File: src/shared/trng_pkg.sv
// Shared constants and types for the health-gated random generator
package trng_pkg;
    // ===================================
    // Octet and test geometry
    localparam int OCTET_W = 8;
    localparam int FIFO_DEPTH = 16;
    localparam int STUCK_LIMIT = 32;
    localparam int WIN_LEN = 256;
    localparam int ONES_MIN = 96;
    localparam int ONES_MAX = 160;
    localparam int RUN_LIMIT = 24;
    localparam int SELFTEST_LEN = 64;
    // ===================================
    // Periodic test spacing
    localparam real PERIOD_US = 1000.0;
    localparam real CLK_MHZ = 25.0;
    localparam int PERIOD_CYCLES = int'(PERIOD_US * CLK_MHZ);
    // ===================================
    // Scheduling modes and generator states
    localparam logic SCHED_PERIODIC = 1'b0;
    localparam logic SCHED_CONTINUOUS = 1'b1;
    typedef enum logic [1:0] {
        st_idle,
        st_powerup,
        st_run,
        st_dead
    } gen_state_e;
endpackage

File: src/shared/octet_if.sv
// Octet stream carrier between generator core and its buffer
`timescale 1ns/1ps
interface octet_if #(parameter int W = 8);
    logic valid;
    logic ready;
    logic [W-1:0] data;
    modport src (output valid, output data, input ready);
    modport snk (input valid, input data, output ready);
endinterface

File: src/rtl/octet_fifo.sv
// Parameterised FIFO with valid/ready on both sides
`timescale 1ns/1ps
module octet_fifo #(
    parameter int W = 8,
    parameter int DEPTH = 16
) (
    input wire logic ref_clk,
    input wire logic rst,
    input wire logic ce,
    input wire logic flush,
    octet_if.snk in_s,
    output logic out_valid,
    output logic [W-1:0] out_data,
    input wire logic out_ready
);
    localparam int AW = $clog2(DEPTH);
    if (DEPTH < 2 || (1 << AW) != DEPTH)
    begin : g_depth_check
        $error("octet_fifo depth must be a power of two");
    end
    logic [W-1:0] mem [DEPTH];
    logic [AW:0] wr_ptr;
    logic [AW:0] rd_ptr;
    wire full = (wr_ptr[AW] != rd_ptr[AW])
        && (wr_ptr[AW-1:0] == rd_ptr[AW-1:0]);
    wire empty = (wr_ptr == rd_ptr);
    wire do_wr = in_s.valid && !full;
    wire do_rd = out_ready && !empty;
    assign in_s.ready = !full;
    assign out_valid = !empty;
    assign out_data = mem[rd_ptr[AW-1:0]];
    always_ff @(posedge ref_clk)
    begin
        if (ce && do_wr)
            mem[wr_ptr[AW-1:0]] <= in_s.data;
    end
    always_ff @(posedge ref_clk)
    begin
        if (rst || (ce && flush))
        begin
            wr_ptr <= '0;
            rd_ptr <= '0;
        end
        else if (ce)
        begin
            wr_ptr <= wr_ptr + (AW+1)'(do_wr);
            rd_ptr <= rd_ptr + (AW+1)'(do_rd);
        end
    end
endmodule

File: src/rtl/trng_health_gated_output.sv
// Health-test gating and octet delivery around a physical entropy source
`timescale 1ns/1ps
module trng_health_gated_output
    import trng_pkg::*;
#(
    parameter int PERIOD = trng_pkg::PERIOD_CYCLES
) (
    input wire logic ref_clk,
    input wire logic rst,
    input wire logic ce,
    input wire logic start,
    input wire logic raw_bit,
    input wire logic raw_valid,
    input wire logic sched_mode,
    input wire logic selftest_start,
    input wire logic rd_req,
    output logic [trng_pkg::OCTET_W-1:0] rd_data,
    output logic rd_valid,
    output logic healthy,
    output logic total_fail,
    output logic defect,
    output logic selftest_busy,
    output logic selftest_done,
    output logic selftest_pass
);
    import trng_pkg::*;
    if (PERIOD < WIN_LEN)
    begin : g_period_check
        $error("periodic spacing shorter than one test window");
    end
    // ===================================
    // State
    gen_state_e state;
    logic [5:0] same_cnt;
    logic last_bit;
    logic [8:0] win_cnt;
    logic [8:0] ones_cnt;
    logic [4:0] run_cnt;
    logic win_active;
    logic [31:0] period_cnt;
    logic [7:0] shift;
    logic [2:0] bit_cnt;
    logic [6:0] st_cnt;
    logic st_fail;
    logic st_saw0;
    logic st_saw1;
    octet_if #(.W(OCTET_W)) push ();
    logic fifo_valid;
    logic [OCTET_W-1:0] fifo_data;
    // ===================================
    // Decoding
    wire stuck_hit = raw_valid && (raw_bit == last_bit)
        && (same_cnt == 6'(STUCK_LIMIT - 1));
    wire run_hit = raw_valid && win_active && (raw_bit == last_bit)
        && (run_cnt == 5'(RUN_LIMIT - 1));
    wire win_end = raw_valid && win_active && (win_cnt == 9'(WIN_LEN - 1));
    wire [8:0] next_ones = ones_cnt + 9'(raw_bit);
    wire win_bad = win_end && ((next_ones < 9'(ONES_MIN))
        || (next_ones > 9'(ONES_MAX)));
    wire stat_fail = win_bad || run_hit;
    wire period_due = (period_cnt == 32'(PERIOD - 1));
    wire win_start = !win_active && ((state == st_powerup)
        || (state == st_run && (sched_mode == SCHED_CONTINUOUS
        || period_due)));
    wire pass_open = (state == st_run) && !stuck_hit;
    wire octet_done = raw_valid && (bit_cnt == 3'd7);
    wire drop = stuck_hit || stat_fail || state != st_run;
    // No read is served in the cycle a failure shows, before the flush
    wire fifo_pop = rd_req && fifo_valid && !drop;
    // ===================================
    // Health state machine
    always_ff @(posedge ref_clk)
    begin
        if (rst)
            state <= st_idle;
        else if (ce)
        begin
            case (state)
                st_idle:
                    if (start)
                        state <= st_powerup;
                st_powerup:
                    if (stuck_hit || stat_fail)
                        state <= st_dead;
                    else if (win_end)
                        state <= st_run;
                st_run:
                    if (stuck_hit || stat_fail)
                        state <= st_dead;
                default:
                    state <= st_dead;
            endcase
        end
    end
    // ===================================
    // Total failure and online statistics
    always_ff @(posedge ref_clk)
    begin
        if (rst)
        begin
            same_cnt <= '0;
            last_bit <= 1'b0;
            run_cnt <= '0;
        end
        else if (ce && raw_valid)
        begin
            last_bit <= raw_bit;
            same_cnt <= (raw_bit == last_bit) ? same_cnt + 6'd1 : 6'd0;
            run_cnt <= (raw_bit == last_bit) ? run_cnt + 5'd1 : 5'd0;
        end
    end
    always_ff @(posedge ref_clk)
    begin
        if (rst)
        begin
            win_active <= 1'b0;
            win_cnt <= '0;
            ones_cnt <= '0;
            period_cnt <= '0;
        end
        else if (ce)
        begin
            if (win_start)
                win_active <= 1'b1;
            else if (win_end)
                win_active <= 1'b0;
            if (win_active && raw_valid)
            begin
                win_cnt <= win_end ? 9'd0 : win_cnt + 9'd1;
                ones_cnt <= win_end ? 9'd0 : next_ones;
            end
            // Periodic spacing counts from the end of each window
            if (state != st_run || win_active || period_due)
                period_cnt <= '0;
            else
                period_cnt <= period_cnt + 32'd1;
        end
    end
    // ===================================
    // Octet assembly; raw bits pass unwhitened
    always_ff @(posedge ref_clk)
    begin
        if (rst)
        begin
            shift <= '0;
            bit_cnt <= '0;
        end
        else if (ce && raw_valid)
        begin
            shift <= {shift[6:0], raw_bit};
            bit_cnt <= bit_cnt + 3'd1;
        end
    end
    // An octet with a failing bit in it is never pushed
    assign push.valid = ce && octet_done && pass_open && !drop;
    assign push.data = {shift[6:0], raw_bit};
    // Flushing on failure costs buffered data but keeps it unreachable
    octet_fifo #(.W(OCTET_W), .DEPTH(FIFO_DEPTH)) u_fifo (
        .ref_clk(ref_clk),
        .rst(rst),
        .ce(ce),
        .flush(state == st_dead),
        .in_s(push),
        .out_valid(fifo_valid),
        .out_data(fifo_data),
        .out_ready(fifo_pop)
    );
    // ===================================
    // Software self-test
    always_ff @(posedge ref_clk)
    begin
        if (rst)
        begin
            selftest_busy <= 1'b0;
            selftest_done <= 1'b0;
            selftest_pass <= 1'b0;
            st_cnt <= '0;
            st_fail <= 1'b0;
            st_saw0 <= 1'b0;
            st_saw1 <= 1'b0;
        end
        else if (ce)
        begin
            if (selftest_start && !selftest_busy)
            begin
                selftest_busy <= 1'b1;
                selftest_done <= 1'b0;
                // A stale pass would be read as the new run's result
                selftest_pass <= 1'b0;
                st_cnt <= '0;
                st_fail <= 1'b0;
                st_saw0 <= 1'b0;
                st_saw1 <= 1'b0;
            end
            else if (selftest_busy && raw_valid)
            begin
                st_cnt <= st_cnt + 7'd1;
                st_saw0 <= st_saw0 | !raw_bit;
                st_saw1 <= st_saw1 | raw_bit;
                st_fail <= st_fail | stuck_hit;
                if (st_cnt == 7'(SELFTEST_LEN - 1))
                begin
                    selftest_busy <= 1'b0;
                    selftest_done <= 1'b1;
                    selftest_pass <= !st_fail && !stuck_hit
                        && (st_saw0 | !raw_bit)
                        && (st_saw1 | raw_bit);
                end
            end
        end
    end
    // ===================================
    // Read port and status
    always_ff @(posedge ref_clk)
    begin
        if (rst)
        begin
            rd_data <= '0;
            rd_valid <= 1'b0;
            healthy <= 1'b0;
            total_fail <= 1'b0;
            defect <= 1'b0;
        end
        else if (ce)
        begin
            rd_valid <= fifo_pop;
            rd_data <= fifo_pop ? fifo_data : '0;
            healthy <= (state == st_run) && !drop;
            if (stuck_hit && state != st_idle)
                total_fail <= 1'b1;
            if (stat_fail && state != st_idle)
                defect <= 1'b1;
        end
    end
endmodule

File: config.mk
export PLATFORM = sky130hd
export DESIGN_NAME = trng_health_gated_output
export DESIGN_NICKNAME = d
export VERILOG_FILES = /design/src/shared/trng_pkg.sv /design/src/shared/octet_if.sv /design/src/rtl/octet_fifo.sv /design/src/rtl/trng_health_gated_output.sv
export SDC_FILE = /design/constraint.sdc
export NUM_CORES = 1
export LEC_CHECK = 0
export BUFFER_PORTS_ARGS = -buffer_cell sky130_fd_sc_hd__buf_2
export CORE_UTILIZATION = 58
export CTS_CLUSTER_SIZE = 28
export DETAILED_ROUTE_END_ITERATION = 7
export GPL_ROUTABILITY_DRIVEN = 1
export HOLD_SLACK_MARGIN = 0.15
export PLACE_DENSITY = 0.85
export SLEW_MARGIN = 20
export SYNTH_ARGS = -nofsm -noshare
export SYNTH_HDL_FRONTEND = slang
export SYNTH_SLANG_ARGS = --single-unit
File: constraint.sdc
create_clock -name ref_clk -period 5.15 [get_ports ref_clk]
set_input_delay 0.7725 -clock ref_clk [delete_from_list [all_inputs] [get_ports ref_clk]]
set_output_delay 0.7725 -clock ref_clk [all_outputs]
set_load 0.005 [all_outputs]
==> results.toml <==
[worst_setup_path]
cp_slowest_cell = "nor3_1"
crit_chain = "xnor2_1 > o21ai_0 > nor2b_1 > o211ai_4 > nor3_1"
worstSetupStartpoint = "shift[0]$_SDFFE_PP0P_"
cp_data_required_time_ns = 5.28
critPathKind = "reg2reg"
cp_max_fo = 19
endpoint = "u_fifo.mem[12][7]$_DFFE_PP_"
cp.arrival_ns = 3.58
endpoint_kind = "register"
r2r_end = "u_fifo.mem[12][7]$_DFFE_PP_"
worstSetupStartpointType = "register"
worstRegToRegCells = 5
cpPeakStageDelay_ns = 0.89
reg2reg_slack_ns = 1.70
r2r_start = "shift[0]$_SDFFE_PP0P_"

[cells_and_area]
final_core_util_pct = 67.1
antenna_cells = 0
area_delta_synth_final_pct = 12.3
final_cells = 1069
finalNetCount = 853
drive_gt1_share_pct = 16.4

[sta]
setup_viol = 0
fin_crit_ns = 3.45
tightest_slew_ns = 1.02
slew_violations = 0
fin_skew_ns = 0.0111
rsz0062_at_grt = "no"
slew_headroom_pct = 31.4
max_freq_mhz = 290
fin_setup_tns_ns = 0
period_share_pct = 67.0
hold_viol = 0

[cts]
numCtsBuffers = 24
worstSkewPairLatency_ns = 0.52
ctsResizeCount = 0
path_clk_slew_ns = 0.06
clk_path_buf_depth = 3
cts_tree = "built"
cts_sinks = 241
h-tree-depth = 1
clockRootBuffer = "clkbuf_16"
hold_buffers = 0
cts_setup_buffers = 0

[logic_synthesis]
muxShareOfSynthArea_pct = 9.63
yosys.area_share.simple_pct = 15.2
synth-seq-cells = 241
synth_common_cells = "edfxtp_1, dfxtp_1, nor2_1"
synth_compound_area_share_pct = 5.37
synth_seq_area_share_pct = 61.2
yosys_warnings = 0
synth_top_family_by_area = "simple AND/OR/NAND/NOR gates"
synthAdderAreaFrac_pct = 1.63
synth_fp_nets = 823
postSynthCellCount = 801
synth_top_cell_by_area = "edfxtp_1"
async_reset_ff_share_pct = 0
yosysMostFrequentCell = "edfxtp_1"
avgSynthCellArea_um2 = 12.5
syn-cell-area_um2 = 9980
synth_edf_count = 128
ys_types = 57
synth_xor_area_share_pct = 5.35
synth-main-ff-cell = "edfxtp_1"
netlist.area_leader.share_pct = 38.5
yosys-top-cells-area = "edfxtp_1, dfxtp_1, mux4_2, nor2_1, xor2_1"

[drt]
first_pass_iters = 5
viasPerCell = 6.09
drc = 0
vias = 6514
drtAntennaViolNets = 0
routedWlPerCell_um = 19.9
drt_iter0_drc = 553
drt-total-wl_mm = 21.2

[global_route]
grt_max_degree = 43
grt_pass1_vias = 6431
antenna_found_initial = 0
grtUsageTotal_pct = 25.2
grt_pass1_wl_mm = 34.5
gr-total-overflow = 0

[run_status]
outcome = "completed"

[min_path]
hold_path_class = "reg2reg"
min_from = "rd_data[1]$_SDFFE_PP0P_"

[pwr]
p_leak_nw = 3.69
ir_drop_uv = 267
powerDensity_nw_per_um2 = 349

[die]
start_util_pct = 59.7
die_area_um2 = 17700
fp.dieW_um = 133
core-area_um2 = 16700
num_rows = 47
num_io_pins = 24
die_y_um = 133

[place]
dp.cells = 1025
place.gp.congestion = 0.881
port-buffer-count = 23
dp_hpwl_mm = 13.5

[job]
maxCapViolCount = 0
==> cell type report <==
| class | instances | area (µm²) |
|---|---|---|
| inverters | 5 | 18.8 |
| multi-input cells | 521 | 3730 |
| repair buffers | 38 | 228 |
| clock inverters | 12 | 116 |
| flip-flops and latches | 241 | 6110 |
| well taps | 220 | 275 |
| fillers | 1166 | 5490 |
| clock buffers | 32 | 734 |
==> worst max-delay path: cells and delay by family, from the launching register on <==
| family | cells | cell delay [ns] |
|---|---|---|
| DFF | 1 | 0.87 |
| AOI/OAI and AO/OA | 2 | 0.60 |
| xor gates and xnor gates | 1 | 0.29 |
| and+or+nand+nor | 2 | 1.30 |
==> worst min-delay path by stage <==
stage                                     to  slack (ns)  cells past startpoint
finish               rd_data[1]$_SDFFE_PP0P_        0.44                      2
global route         rd_data[6]$_SDFFE_PP0P_        0.47                      2
CTS                  rd_data[1]$_SDFFE_PP0P_        0.44                      2
detailed placement   rd_data[1]$_SDFFE_PP0P_        0.44                      2
global placement     rd_data[5]$_SDFFE_PP0P_        0.44                      2
floorplan           ones_cnt[0]$_SDFFE_PP0P_        0.44                      2
==> cells in the final DEF (no fill, tap or decap), types with 5 or more instances in the layout <==
master / instances
or3_1: 6
nand2b_1: 8
a21oi_1: 40
mux4_2: 40
clkbuf_16: 27
o21ai_1: 5
nand3_1: 28
buf_2: 23
and4_1: 5
mux2i_1: 6
xor2_1: 41
nor3_1: 20
nand2_1: 80
edfxtp_1: 128
and2_1: 5
ha_1: 13
o21ai_0: 18
buf_4: 15
xnor2_1: 20
nor4_1: 14
dfxtp_1: 111
nand4_1: 21
and3_1: 6
nor2_1: 99
==> sequential cells by signal, indices dropped and copies added, names as in the netlist, 6 cells and up, named ones only <==
name and count:
u_fifo.mem 128, win_cnt 9, st_cnt 7, ones_cnt 9
shift 7, period_cnt 32, same_cnt 6, rd_data 8
==> logic make-up after synthesis <==
family                   after synthesis
AO/OA/AOI/OAI                         86
XOR/XNOR                              61
adder cells (fa/ha/maj)               13
buffers and inverters                 39
flip-flops                           241
multiplexers                          46
AND/OR/NAND/NOR                      315
==> power by group <==
group | leakage, nW | switching, mW | total [mW] | internal, mW
combinational | 1.17 | 0.0423 | 0.0593 | 0.0171
clock | 0.416 | 0.727 | 1.83 | 1.10
sequential | 2.10 | 0.00906 | 2.02 | 2.01
total | 3.69 | 0.778 | 3.91 | 3.13
==> through the flow <==
stage	setup WS (ns)	instance area [µm²]	hold WS [ns]	total power [mW]
CTS	1.72	11200	0.444	3.93
detailed placement	1.23	10400	0.436	2.12
global route	1.51	11200	0.466	4.01
finish	1.70	11200	0.442	3.91
floorplan	1.64	9980	0.436	2.10
global placement	1.38	10300	0.435	2.12
==> routing by layer <==
| metal | track usage (%) | vias up | share of wire [%] |
|---|---|---|---|
| li1 | - | 3007 | - |
| met1 | 33.3 | 3205 | 41 |
| met2 | 42.1 | 253 | 50 |
| met3 | 4.45 | 49 | 6.7 |
| met4 | 8.96 | 0 | 2.9 |
| met5 | 0 | - | 0 |
No activity file was read; power rests on OpenSTA's default activity.
